==> src/include/ltig_pkg.sv <==
/*
  Package of the low-threshold interrupt and pin configuration block:
  register indices, field positions, reset values, codes and the
  packed carriers of the register bus.
  Assumes an APB master with 32-bit data and byte-lane strobes.
*/
package ltig_pkg;

  // ---------------------------------------------------------------
  // Sizes
  // ---------------------------------------------------------------
  localparam int unsigned STAGES     = 12;
  localparam int unsigned REG_W      = 16;
  localparam int unsigned ADDR_W     = 12;
  localparam int unsigned DATA_W     = 32;
  localparam int unsigned STRB_W     = 4;
  localparam int unsigned IRQ_W      = 13;

  // ---------------------------------------------------------------
  // Register indices; the byte address is four times the index
  // ---------------------------------------------------------------
  localparam logic [ADDR_W-1:0] IDX_RECAL_CTRL  = 12'h004;
  localparam logic [ADDR_W-1:0] IDX_LOW_IRQ_PIN = 12'h005;
  localparam logic [ADDR_W-1:0] IDX_IRQ_STATUS  = 12'h008;
  localparam logic [ADDR_W-1:0] IDX_IRQ_MASK    = 12'h009;
  localparam logic [ADDR_W-1:0] IDX_PIN_CTRL    = 12'h00A;
  localparam int unsigned       IDX_SHIFT       = 2;

  // ---------------------------------------------------------------
  // Field positions
  // ---------------------------------------------------------------
  localparam int unsigned FP_RECAL_LSB   = 0;
  localparam int unsigned FP_RECAL_W     = 10;
  localparam int unsigned LP_RECAL_LSB   = 10;
  localparam int unsigned LP_RECAL_W     = 6;
  localparam int unsigned STAGE_EN_LSB   = 0;
  localparam int unsigned PIN_SETUP_LSB  = 12;
  localparam int unsigned PIN_TRIG_LSB   = 14;
  localparam int unsigned IRQ_PIN_BIT    = 12;
  localparam int unsigned PIN_ASSERT_BIT = 0;
  localparam int unsigned PIN_LEVEL_BIT  = 1;

  // ---------------------------------------------------------------
  // Reset values
  // ---------------------------------------------------------------
  localparam logic [FP_RECAL_W-1:0] FP_RECAL_RST  = 10'h3FF;
  localparam logic [LP_RECAL_W-1:0] LP_RECAL_RST  = 6'h3F;
  localparam logic [REG_W-1:0]      LOW_IRQ_RST   = 16'h0000;
  localparam logic [IRQ_W-1:0]      IRQ_MASK_RST  = 13'h1FFF;
  localparam logic [IRQ_W-1:0]      IRQ_STAT_RST  = 13'h0000;
  localparam logic [DATA_W-1:0]     RDATA_RST     = 32'h00000000;

  // ---------------------------------------------------------------
  // Pin role and input trigger codes
  // ---------------------------------------------------------------
  typedef enum logic [1:0] {
    PIN_OFF      = 2'b00,
    PIN_INPUT    = 2'b01,
    PIN_OUT_LOW  = 2'b10,
    PIN_OUT_HIGH = 2'b11
  } ltig_pin_setup_t;

  typedef enum logic [1:0] {
    TRIG_LEVEL_LOW  = 2'b00,
    TRIG_RISE       = 2'b01,
    TRIG_FALL       = 2'b10,
    TRIG_LEVEL_HIGH = 2'b11
  } ltig_pin_trig_t;

  // ---------------------------------------------------------------
  // Bus carriers
  // ---------------------------------------------------------------
  typedef struct packed {
    logic                psel;
    logic                penable;
    logic                pwrite;
    logic [ADDR_W-1:0]   paddr;
    logic [DATA_W-1:0]   pwdata;
    logic [STRB_W-1:0]   pstrb;
  } ltig_apb_req_t;

  typedef struct packed {
    logic [DATA_W-1:0]   prdata;
    logic                pready;
    logic                pslverr;
  } ltig_apb_rsp_t;

endpackage : ltig_pkg

==> src/verilog/ltig_ctrl.sv <==
/*
  Low-threshold interrupt enables, proximity recalibration times and
  general-purpose pin configuration, reached over APB.
  Assumes all inputs synchronous to ref_clk; the threshold compare
  logic drives one level per conversion stage while its low threshold
  is exceeded; the pad combines pin output and enable.
*/
// The APB interface to the registers is this design's own decision.
// Function
// - Ten-bit full-power recal time, reset all ones
// - Six-bit low-power recal time, reset all ones
// - Twelve per-stage low-threshold enables, reset zero
// - Enabled low-threshold crossing asserts active-low interrupt
// - Pin setup 00 disabled, 01 input
// - Pin setup 10 active-low, 11 active-high output
// - Input trigger: low, rise, fall, high
`timescale 1ns/1ps

module ltig_ctrl #(
  parameter int unsigned N_STAGES = ltig_pkg::STAGES
) (
  input  wire logic                         ref_clk,
  input  wire logic                         nrst,
  input  wire ltig_pkg::ltig_apb_req_t      apb_req,
  output      ltig_pkg::ltig_apb_rsp_t      apb_rsp,
  input  wire logic [N_STAGES-1:0]          stage_low_exceeded,
  input  wire logic                         gpio_in,
  output      logic                         gpio_out,
  output      logic                         gpio_oe,
  output      logic [ltig_pkg::FP_RECAL_W-1:0] full_power_recal_time,
  output      logic [ltig_pkg::LP_RECAL_W-1:0] low_power_recal_time,
  output      logic [N_STAGES-1:0]          stage_low_irq_en,
  output      logic                         irq,
  output      logic                         int_n
);
  import ltig_pkg::*;

  // ---------------------------------------------------------------
  // State
  // ---------------------------------------------------------------
  typedef struct packed {
    logic [FP_RECAL_W-1:0] fp_recal;
    logic [LP_RECAL_W-1:0] lp_recal;
    logic [N_STAGES-1:0]   stage_en;
    ltig_pin_setup_t       pin_setup;
    ltig_pin_trig_t        pin_trig;
    logic [IRQ_W-1:0]      irq_status;
    logic [IRQ_W-1:0]      irq_mask;
    logic                  pin_assert;
    logic                  pin_prev;
    logic                  pin_out;
    logic                  pin_oe;
    logic [DATA_W-1:0]     rdata;
    logic                  slverr;
  } ltig_state_t;

  ltig_state_t st;
  ltig_state_t next_st;

  // ---------------------------------------------------------------
  // Address decode
  // ---------------------------------------------------------------
  logic              setup_phase;
  logic              access_done;
  logic [ADDR_W-1:0] idx;
  logic              aligned;
  logic              hit_recal;
  logic              hit_low;
  logic              hit_stat;
  logic              hit_mask;
  logic              hit_pin;
  logic              mapped;

  assign setup_phase = apb_req.psel & ~apb_req.penable;
  assign access_done = apb_req.psel & apb_req.penable;
  assign idx         = apb_req.paddr >> IDX_SHIFT;
  assign aligned     = (apb_req.paddr[IDX_SHIFT-1:0] == '0);
  assign hit_recal   = aligned & (idx == IDX_RECAL_CTRL);
  assign hit_low     = aligned & (idx == IDX_LOW_IRQ_PIN);
  assign hit_stat    = aligned & (idx == IDX_IRQ_STATUS);
  assign hit_mask    = aligned & (idx == IDX_IRQ_MASK);
  assign hit_pin     = aligned & (idx == IDX_PIN_CTRL);
  assign mapped      = hit_recal | hit_low | hit_stat | hit_mask | hit_pin;

  // ---------------------------------------------------------------
  // Register views
  // ---------------------------------------------------------------
  logic [REG_W-1:0] recal_view;
  logic [REG_W-1:0] low_view;
  logic [REG_W-1:0] pin_view;

  assign recal_view = {st.lp_recal, st.fp_recal};
  assign low_view   = {st.pin_trig, st.pin_setup, st.stage_en};
  always_comb begin
    pin_view                 = '0;
    pin_view[PIN_ASSERT_BIT] = st.pin_assert;
    pin_view[PIN_LEVEL_BIT]  = gpio_in;
  end

  // ---------------------------------------------------------------
  // Interrupt sources
  // ---------------------------------------------------------------
  logic [N_STAGES-1:0] stage_set;
  logic                pin_event;
  logic [IRQ_W-1:0]    irq_set;

  for (genvar g = 0; g < N_STAGES; g++) begin : g_stage
    // A disabled stage is no interrupt source at all.
    assign stage_set[g] = st.stage_en[g] & stage_low_exceeded[g];
  end

  always_comb begin
    pin_event = 1'b0;
    if (st.pin_setup == PIN_INPUT) begin
      unique case (st.pin_trig)
        TRIG_LEVEL_LOW:  pin_event = ~gpio_in;
        TRIG_RISE:       pin_event = gpio_in & ~st.pin_prev;
        TRIG_FALL:       pin_event = ~gpio_in & st.pin_prev;
        TRIG_LEVEL_HIGH: pin_event = gpio_in;
      endcase
    end
  end

  always_comb begin
    irq_set              = '0;
    irq_set[N_STAGES-1:0] = stage_set;
    irq_set[IRQ_PIN_BIT] = pin_event;
  end

  // ---------------------------------------------------------------
  // Next state
  // ---------------------------------------------------------------
  logic [REG_W-1:0] wmask;
  logic [REG_W-1:0] wval_recal;
  logic [REG_W-1:0] wval_low;
  logic [REG_W-1:0] wval_pin;
  logic [IRQ_W-1:0] stat_clr;
  logic             wr;

  always_comb begin
    wmask      = {{(DATA_W/STRB_W){apb_req.pstrb[1]}}, {(DATA_W/STRB_W){apb_req.pstrb[0]}}};
    wr         = access_done & apb_req.pwrite;
    wval_recal = (recal_view & ~wmask) | (apb_req.pwdata[REG_W-1:0] & wmask);
    wval_low   = (low_view & ~wmask) | (apb_req.pwdata[REG_W-1:0] & wmask);
    wval_pin   = (pin_view & ~wmask) | (apb_req.pwdata[REG_W-1:0] & wmask);
    stat_clr   = '0;
    next_st    = st;

    if (wr && hit_recal) begin
      next_st.fp_recal = wval_recal[FP_RECAL_LSB +: FP_RECAL_W];
      next_st.lp_recal = wval_recal[LP_RECAL_LSB +: LP_RECAL_W];
    end
    if (wr && hit_low) begin
      next_st.stage_en  = wval_low[STAGE_EN_LSB +: N_STAGES];
      next_st.pin_setup = ltig_pin_setup_t'(
        wval_low[PIN_SETUP_LSB +: $bits(ltig_pin_setup_t)]);
      next_st.pin_trig  = ltig_pin_trig_t'(
        wval_low[PIN_TRIG_LSB +: $bits(ltig_pin_trig_t)]);
    end
    if (wr && hit_mask) begin
      next_st.irq_mask = (st.irq_mask & ~wmask[IRQ_W-1:0])
                       | (apb_req.pwdata[IRQ_W-1:0] & wmask[IRQ_W-1:0]);
    end
    if (wr && hit_pin) begin
      next_st.pin_assert = wval_pin[PIN_ASSERT_BIT];
    end

    // Reading the status register clears it; a new event in the same
    // cycle wins over the clear, but a pin edge event set in the setup cycle is cleared unread.
    if (access_done && !apb_req.pwrite && hit_stat) begin
      stat_clr = '1;
    end
    next_st.irq_status = (st.irq_status & ~stat_clr) | irq_set;

    // Read data and error are captured in the setup cycle so that the
    // zero-wait access phase presents flop outputs.
    if (setup_phase) begin
      next_st.slverr = ~mapped;
      next_st.rdata  = RDATA_RST;
      if (!apb_req.pwrite) begin
        if (hit_recal) next_st.rdata[REG_W-1:0] = recal_view;
        if (hit_low)   next_st.rdata[REG_W-1:0] = low_view;
        if (hit_stat)  next_st.rdata[IRQ_W-1:0] = st.irq_status;
        if (hit_mask)  next_st.rdata[IRQ_W-1:0] = st.irq_mask;
        if (hit_pin)   next_st.rdata[REG_W-1:0] = pin_view;
      end
    end

    next_st.pin_prev = gpio_in;
    unique case (next_st.pin_setup)
      PIN_OFF, PIN_INPUT: begin
        next_st.pin_oe  = 1'b0;
        next_st.pin_out = 1'b0;
      end
      PIN_OUT_LOW: begin
        next_st.pin_oe  = 1'b1;
        next_st.pin_out = ~next_st.pin_assert;
      end
      PIN_OUT_HIGH: begin
        next_st.pin_oe  = 1'b1;
        next_st.pin_out = next_st.pin_assert;
      end
    endcase
  end

  // ---------------------------------------------------------------
  // State register
  // ---------------------------------------------------------------
  always_ff @(posedge ref_clk or negedge nrst) begin
    if (!nrst) begin
      st.fp_recal   <= FP_RECAL_RST;
      st.lp_recal   <= LP_RECAL_RST;
      st.stage_en   <= LOW_IRQ_RST[STAGE_EN_LSB +: N_STAGES];
      st.pin_setup  <= PIN_OFF;
      st.pin_trig   <= TRIG_LEVEL_LOW;
      st.irq_status <= IRQ_STAT_RST;
      st.irq_mask   <= IRQ_MASK_RST;
      st.pin_assert <= 1'b0;
      st.pin_prev   <= 1'b0;
      st.pin_out    <= 1'b0;
      st.pin_oe     <= 1'b0;
      st.rdata      <= RDATA_RST;
      st.slverr     <= 1'b0;
    end else begin
      st <= next_st;
    end
  end

  // ---------------------------------------------------------------
  // Outputs
  // ---------------------------------------------------------------
  // Zero wait states: every access completes at its first access-phase edge.
  assign apb_rsp = '{prdata:  st.rdata,
                     pready:  1'b1,
                     pslverr: st.slverr & access_done};

  assign full_power_recal_time = st.fp_recal;
  assign low_power_recal_time  = st.lp_recal;
  assign stage_low_irq_en      = st.stage_en;
  assign gpio_out              = st.pin_out;
  assign gpio_oe               = st.pin_oe;

  // Every pending, unmasked source keeps the interrupt asserted.
  assign irq   = |(st.irq_status & st.irq_mask);
  assign int_n = ~irq;

endmodule : ltig_ctrl

==> config.mk <==
export PLATFORM = sky130hd
export DESIGN_NAME = ltig_ctrl
export DESIGN_NICKNAME = d
export VERILOG_FILES = /design/src/include/ltig_pkg.sv /design/src/verilog/ltig_ctrl.sv
export SDC_FILE = /design/constraint.sdc
export NUM_CORES = 1
export LEC_CHECK = 0
export ABC_AREA = 1
export BUFFER_PORTS_ARGS = -buffer_cell sky130_fd_sc_hd__buf_2
export CAP_MARGIN = 5
export CORE_UTILIZATION = 47
export DETAILED_ROUTE_END_ITERATION = 8
export GPL_TIMING_DRIVEN = 1
export PLACE_DENSITY_LB_ADDON = 0.08
export SLEW_MARGIN = 20
export SYNTH_ARGS = -nofsm -noshare
export SYNTH_HDL_FRONTEND = slang
export SYNTH_SLANG_ARGS = --single-unit
==> constraint.sdc <==
create_clock -name ref_clk -period 0.9 [get_ports ref_clk]
set_input_delay 0.09 -clock ref_clk [delete_from_list [all_inputs] [get_ports ref_clk]]
set_output_delay 0.09 -clock ref_clk [all_outputs]
set_load 0.005 [all_outputs]
==> flow_summary.json, run 1 <==
{
  "path_clk_slew_ns": 0.09,
  "ios": 132,
  "tns_ns": -12.23,
  "startpoint_type": "register",
  "drt-total-wl_um": 14000,
  "die_h_um": 100,
  "cts_made_buffers": 9,
  "ir_drop_uv": 810,
  "grt_max_degree": 30,
  "drt_iter0_markers": 178,
  "die_w_um": 100,
  "ys.warnings.count": 0,
  "core_sq_um": 9330,
  "hpwl_um": 8490,
  "grt_pass1_wl_um": 19900,
  "post-route-util": 0.795,
  "cellPowerDensity_nw_per_um2": 917,
  "synth_cells": 538,
  "viasPerCell": 4.87,
  "timing.fmax_mhz": 612,
  "seq_area_frac_synth": 0.442,
  "skew_ns": 0.00968,
  "arrival_ns": 1.54,
  "gr-total-overflow": 0,
  "start_util": 0.489,
  "die_area_sq_um": 10100,
  "maxCapViolations": 0,
  "final_cell_area_sq_um": 7420,
  "hp-class": "in -> reg",
  "io_buffers": 96,
  "dr.pass1.iters": 5,
  "post-route-period-util": 1.82,
  "rsz0062_at_grt": "true",
  "min_path_cells": 3,
  "wl_per_cell_um": 15.4,
  "endpoint_kind": "output pin",
  "cp.required_ns": 0.81,
  "rr_worst_depth": 9,
  "setup_slack_ns": -0.734,
  "avgSynthCellArea_sq_um": 8.47,
  "mostFrequentLayoutCells": "buf_4 (100), nand2_1 (89), buf_6 (77)",
  "drive_gt1_frac": 0.618,
  "row_count": 35,
  "violations": "negative setup slack",
  "grt_use_total": 0.261,
  "vias": 4413,
  "clockBufferDepth": 2,
  "final_net_count": 839,
  "netlist_area_sq_um": 4560,
  "status": "finished with violations",
  "grt_pass1_vias": 4102,
  "report.final.hold_viol_count": 0,
  "period_minus_slack_ns": 1.63,
  "insertion_delay_ns": 0.38,
  "synth.distinct_cells": 32,
  "layout.cells.most_common": "buf_4",
  "clock_sinks": 79,
  "drc_errors": 0,
  "place_congestion": 0.815,
  "path_max_fanout": 2,
  "cts-root-buf": "clkbuf_8",
  "crit_type": "reg -> out",
  "ctsHtreeMaxLevel": 3,
  "leakagePower_nw": 3.74,
  "r2r_slack_ns": -0.29,
  "n_antenna_cell": 0,
  "grt_antenna_before_repair": 0,
  "slew_viol_final": 0,
  "ys_seq_elements": 79,
  "areaGrowthSynthToFinish_pct": 62.7,
  "dpl_cell_area_sq_um": 5550,
  "finalSetupViolations": 106,
  "antenna_left": 0,
  "cts_tree": "done"
}
## critical path, cell delays in order (launching register included)
cell and delay [ns]:
dfstp_2 0.55, inv_2 0.05, o22ai_2 0.18, nor2_2 0.08
nand4_1 0.11, nor2_2 0.06, inv_1 0.05, buf_2 0.10
## final cells by class
cell class	count	area, sq um
timing repair buffer	279	2440
multi-input combinational	337	2330
sequential	79	2010
fill	628	1910
inverter	67	292
tap	129	161
clock buffer	9	124
clock inverter	7	57.6
## path summary, 6_finish.rpt
path | start | to
setup / recovery | register | irq
min in group asynchronous | nrst | apb_rsp[5]
setup reg to reg | register | apb_rsp[3]
max in group asynchronous | nrst | async pin
hold reg to reg | apb_rsp[10] | apb_rsp[10]
hold / removal | apb_req[8] | register
## power breakdown
part	switching (W)	internal, W	total [W]
combinational	0.000386	0.000326	0.000711
sequential	0.00000596	0.00356	0.00357
clock	0.00149	0.00103	0.00252
total	0.00188	0.00492	0.00681
## cells in the mapped netlist
cell	number	area, sq um
nor2_8	2	40.0
buf_4	64	480
o21ai_0	41	205
o21ai_2	28	245
buf_12	1	20.0
nand4_1	10	62.6
nand2_1	129	484
inv_2	5	18.8
dfstp_2	29	762
inv_4	1	6.26
o21ai_1	13	65.1
dfrtp_1	50	1250
inv_1	60	225
buf_2	1	5.00
o2111ai_1	1	8.76
nand3_1	21	105
o22ai_1	3	18.8
nand2_4	7	78.8
o31ai_1	1	7.51
a221oi_1	1	8.76
nand2_2	12	75.1
a21oi_1	7	35.0
nor3_2	1	10.0
nand3_4	2	35.0
clkbuf_1	1	3.75
nor2_2	7	43.8
inv_6	1	8.76
nand3_2	2	20.0
buf_6	6	67.6
nor2_4	6	67.6
conb_1	2	7.51
nor2_1	23	86.3
## stage by stage
step / cells / total power, W / setup slack (ns) / hold slack (ns)
after CTS: 887 / 0.00680 / -0.732 / 0.000493
after detailed placement: 795 / 0.00416 / -0.454 / -0.0242
final: 907 / 0.00681 / -0.734 / 0.00321
after floorplan: 553 / 0.00389 / -0.175 / -0.206
after global placement: 795 / 0.00416 / -0.422 / -0.0259
after global routing: 907 / 0.00706 / -0.794 / 0.0154
## timing repair
action | in CTS | in global routing
hold buffers | 23 | 0
endpoints found under the setup margin | 91 | 118
pin swaps | 37 | 60
endpoints found under the hold margin | 84 | 0
setup buffers | 56 | 28
cloned | 2 | 2
resized for setup | 115 | 121
## per-layer routing
layer	part of all wire	up-vias	track usage
li1	-	2122	-
met1	0.41	2100	0.345
met2	0.51	157	0.426
met3	0.057	34	0.0485
met4	0.026	0	0.105
met5	0	-	0
## cells by family (layout without fill, tap and decap cells)
| group | count (synthesis) | count (layout) | synth area share |
|---|---|---|---|
| AOI/OAI and AO/OA | 95 | 95 | 0.130 |
| buffers and inverters | 140 | 362 | 0.183 |
| and+or+nand+nor | 222 | 225 | 0.243 |
| other | 2 | 17 | 0.00165 |
| DFF | 79 | 79 | 0.442 |
No activity file was read; power rests on OpenSTA's default activity.
==> inputs of run 2 (changes only) <==
Settings changed: RECOVER_POWER from default to 50.
==> flow_summary.json, run 2 (synthesized netlist as in run 1, its figures left out) <==
{
  "r2r_slack_ns": -0.29,
  "core_sq_um": 9330,
  "layout.cells.most_common": "buf_4",
  "dr.pass1.iters": 4,
  "areaGrowthSynthToFinish_pct": 62.2,
  "drive_gt1_frac": 0.617,
  "cpMaxStageDelayCell": "dfstp_2",
  "cp.required_ns": 0.81,
  "setup_slack_ns": -0.716,
  "rsz0062_at_grt": "true",
  "final_net_count": 839,
  "crit_type": "reg -> out",
  "grt_max_degree": 30,
  "ctsHtreeMaxLevel": 3,
  "clock_sinks": 79,
  "path_max_fanout": 2,
  "period_minus_slack_ns": 1.62,
  "place_congestion": 0.815,
  "cts_made_buffers": 9,
  "cpPeakStageDelay_ns": 0.55,
  "row_count": 35,
  "die_area_sq_um": 10100,
  "io_buffers": 96,
  "dp_cells": 795,
  "arrival_ns": 1.53,
  "die_h_um": 100,
  "hpwl_um": 8490,
  "grt_pass1_vias": 4102,
  "grt_pass1_wl_um": 19900,
  "path_cells": "inv_2, o22ai_2, nor2_2, nand4_1, nor2_2, inv_1, buf_2",
  "status": "finished with violations",
  "start_util": 0.489,
  "mostFrequentLayoutCells": "buf_4 (99), nand2_1 (89), buf_6 (79)",
  "drt-total-wl_um": 14000,
  "clockBufferDepth": 2,
  "maxCapViolations": 0,
  "rr_worst_depth": 9,
  "antenna_left": 0,
  "ir_drop_uv": 810,
  "cts_tree": "done",
  "report.final.hold_viol_count": 0,
  "drt_iter0_markers": 155,
  "min-delay-start": "apb_req[8]",
  "endpoint_kind": "output pin",
  "slew_viol_final": 0,
  "violations": "negative setup slack",
  "crit_path_frequent_cell": "nor2_2",
  "reg2reg_to": "apb_rsp[3]",
  "place_ws_ns": -0.454,
  "post-route-period-util": 1.80,
  "vias": 4404,
  "grt_use_total": 0.261,
  "cts-root-buf": "clkbuf_8",
  "leakagePower_nw": 3.73,
  "grt_antenna_before_repair": 0,
  "wl_per_cell_um": 15.4,
  "startpoint_type": "register",
  "path_clk_slew_ns": 0.09,
  "insertion_delay_ns": 0.37,
  "gr-total-overflow": 0,
  "n_antenna_cell": 0,
  "dpl_cell_area_sq_um": 5550,
  "hp-class": "in -> reg",
  "cellPowerDensity_nw_per_um2": 917,
  "min_path_cells": 3,
  "drc_errors": 0,
  "die_w_um": 100,
  "finalSetupViolations": 108,
  "ios": 132,
  "final_cell_area_sq_um": 7400,
  "final_cells": 907,
  "skew_ns": 0.00852,
  "viasPerCell": 4.86,
  "timing.fmax_mhz": 619,
  "tns_ns": -12.27
}
## run 2: cell types whose count changed in the layout (fill, tap and decap cells not counted)
cell and delta:
clkbuf_1 +1, buf_6 +2, clkbuf_2 +1, buf_12 -2, buf_2 -1, buf_4 -1
## run 2: worst max-delay path, delay by kind of cell (launching register included)
family / cells / cell delay, ns
AOI/OAI and AO/OA: 1 / 0.18
buffers and inverters: 3 / 0.20
DFF: 1 / 0.55
and+or+nand+nor: 3 / 0.24
## run 2: power by group
group          total, W  internal (W)  leakage (nW)  switching [W]
sequential      0.00357       0.00356         0.920     0.00000592
clock           0.00251       0.00103        0.0877        0.00148
combinational  0.000698      0.000315          2.72       0.000384
total           0.00678       0.00491          3.73        0.00187
## run 2: area by class of cell
type                       instances  area [sq um]
sequential                        79          2010
inverter                          67           292
tap                              129           161
fill                             634          1930
clock inverter                     7          57.6
multi-input combinational        337          2330
clock buffer                       9           124
timing repair buffer             279          2420
## run 2: what timing repair did
item / CTS / global route
hold buffers: 23 / 0
cloned: 2 / 2
setup endpoints to repair: 91 / 118
resized for setup: 115 / 121
endpoints found under the hold margin: 84 / 0
buffers inserted: 56 / 28
pin swaps: 37 / 60
## run 2: worst max path at each step
stage | startpoint | to | slack (ns) | depth (start not counted)
2_1_floorplan | apb_req[37] | register | -0.17 | 9
3_3_place_gp | apb_req[38] | apb_rsp[6] | -0.42 | 11
3_5_place_dp | apb_req[38] | apb_rsp[10] | -0.45 | 11
4_1_cts | st[50] | irq | -0.73 | 7
5_1_grt | register | irq | -0.79 | 7
6_report | register | irq | -0.72 | 7
## run 2: per-layer routing
layer	GRT usage	up-vias	routed length (um)
met5	0	-	0
met2	0.426	165	7170
met3	0.0485	30	829
li1	-	2116	-
met1	0.345	2093	5660
met4	0.105	0	342
## run 2: per-stage QoR
stage	power (W)	hold slack, ns	util
2_1_floorplan	0.00389	-0.206	-
3_3_place_gp	0.00416	-0.0259	0.595
3_5_place_dp	0.00416	-0.0242	0.595
4_1_cts	0.00680	0.000493	0.729
5_1_grt	0.00705	0.0154	0.793
6_report	0.00678	0.00963	0.793
==> inputs of run 3 (changes only) <==
Settings changed: CORE_UTILIZATION 47 to 53, SKIP_CTS_REPAIR_TIMING from default to 1.
Clock period 0.9 ns to 1.5 ns, I/O delays scaled along.
==> flow_summary.json, run 3 (synthesized netlist as in run 1, its figures left out) <==
{
  "cts-root-buf": "clkbuf_8",
  "crit_path_frequent_cell": "nand2_1",
  "drive_gt1_frac": 0.365,
  "layout.cells.most_common": "nand2_1",
  "worst_pin_slew_ns": 1.06,
  "clockBufferDepth": 2,
  "reg2reg_to": "apb_rsp[3]",
  "gr-total-overflow": 0,
  "ir_drop_uv": 504,
  "setup_slack_ns": -0.160,
  "antenna_left": 0,
  "place_congestion": 0.833,
  "viasPerCell": 4.93,
  "grt_max_degree": 80,
  "cellPowerDensity_nw_per_um2": 818,
  "post-route-util": 0.620,
  "leakagePower_nw": 2.73,
  "path_clk_slew_ns": 0.08,
  "clock_sinks": 79,
  "slew_viol_final": 0,
  "skew_ns": 0.0103,
  "drc_errors": 0,
  "cp.required_ns": 1.35,
  "path_cells": "nand2_1, nand2_1, a221oi_2, o21ai_1, nor2_1, inv_1, buf_2",
  "cts_made_buffers": 9,
  "post-route-period-util": 1.11,
  "drt_iter0_markers": 207,
  "timing.fmax_mhz": 602,
  "crit_type": "reg -> out",
  "period_minus_slack_ns": 1.66,
  "final_net_count": 685,
  "grt_antenna_before_repair": 0,
  "grt_pass1_wl_um": 16400,
  "n_antenna_cell": 0,
  "status": "finished with violations",
  "finalSetupViolations": 15,
  "tns_ns": -0.441,
  "core_sq_um": 8260,
  "rr_worst_depth": 8,
  "dp_cells": 706,
  "io_buffers": 96,
  "final_cells": 729,
  "r2r_slack_ns": 0.38,
  "grt_use_total": 0.246,
  "min_path_cells": 3,
  "min_to": "st[52]",
  "die_h_um": 94.8,
  "max_slew_margin": 0.293,
  "row_count": 33,
  "report.final.hold_viol_count": 0,
  "die_w_um": 94.8,
  "min-delay-start": "stage_low_exceeded[2]",
  "path_max_fanout": 3,
  "cpPeakStageDelay_ns": 0.40,
  "areaGrowthSynthToFinish_pct": 12.3,
  "grt_pass1_vias": 3479,
  "mostFrequentLayoutCells": "nand2_1 (130), buf_2 (87), inv_1 (60)",
  "rsz0062_at_grt": "true",
  "maxCapViolations": 0,
  "cts_tree": "done",
  "drt-total-wl_um": 10200,
  "ctsHtreeMaxLevel": 3,
  "die_area_sq_um": 8980,
  "violations": "negative setup slack",
  "start_util": 0.552,
  "cpMaxStageDelayCell": "dfrtp_1",
  "dr.pass1.iters": 4,
  "vias": 3595,
  "arrival_ns": 1.51,
  "startpoint_type": "register",
  "endpoint_kind": "output pin",
  "insertion_delay_ns": 0.36,
  "hp-class": "in -> reg",
  "hpwl_um": 7360,
  "ios": 132,
  "fillCellCount": 765,
  "wl_per_cell_um": 14.0
}
==> run 3: cell count changes in the layout (fill, tap and decap cells not counted), moves of 23 or more <==
cell | before | now
buf_2 | 64 | 87
buf_4 | 99 | 21
buf_6 | 79 | 0
nand2_1 | 89 | 130
nand2_2 | 36 | 12
o21ai_0 | 6 | 40
o21ai_2 | 55 | 28
==> run 3: layer usage <==
metal,routed length [um],GRT usage
met3,534,0.0443
met5,0,0
met4,241,0.106
met1,4710,0.336
met2,4680,0.385
==> run 3: stage by stage <==
step | total power, W | setup slack, ns | instance area, sq um | hold slack [ns]
6_report | 0.00419 | -0.160 | 5120 | 0.00522
5_1_grt | 0.00435 | -0.269 | 5120 | 0.0177
3_3_place_gp | 0.00244 | 0.0691 | 4890 | 0.206
4_1_cts | 0.00422 | -0.249 | 5110 | -0.181
2_1_floorplan | 0.00232 | 0.303 | 4620 | -0.146
3_5_place_dp | 0.00244 | 0.0233 | 4890 | 0.206
==> run 3: report_power, final <==
| group | total (W) | internal [W] | leakage, nW | switching, W |
|---|---|---|---|---|
| combinational | 0.000260 | 0.0000933 | 1.70 | 0.000166 |
| sequential | 0.00214 | 0.00214 | 0.920 | 0.00000260 |
| clock | 0.00179 | 0.000984 | 0.114 | 0.000803 |
==> run 3: critical path, delay by kind of cell (launching register included) <==
kind                   cells  cell delay, ns
AO/OA/AOI/OAI              2            0.26
AND/OR/NAND/NOR            3            0.31
flip-flops                 1            0.40
buffers and inverters      2            0.17
==> run 3: final cells by class <==
cell class              count  area (sq um)  share of cell area
clock inverters             5          78.8              0.0154
well taps                 105           131              0.0257
inverters                  67           254              0.0496
clock buffers              11           141              0.0276
flip-flops and latches     79          2010               0.393
repair buffers            128           756               0.148
multi-input cells         334          1740               0.341
==> run 3: worst max path at each step <==
stage	startpoint	end	slack (ns)	cells past startpoint
floorplan	apb_req[45]	register	0.30	9
global placement	apb_req[39]	register	0.07	9
detailed placement	apb_req[39]	register	0.02	9
CTS	st[61]	irq	-0.25	7
global route	st[61]	irq	-0.27	7
finish	st[61]	irq	-0.16	7
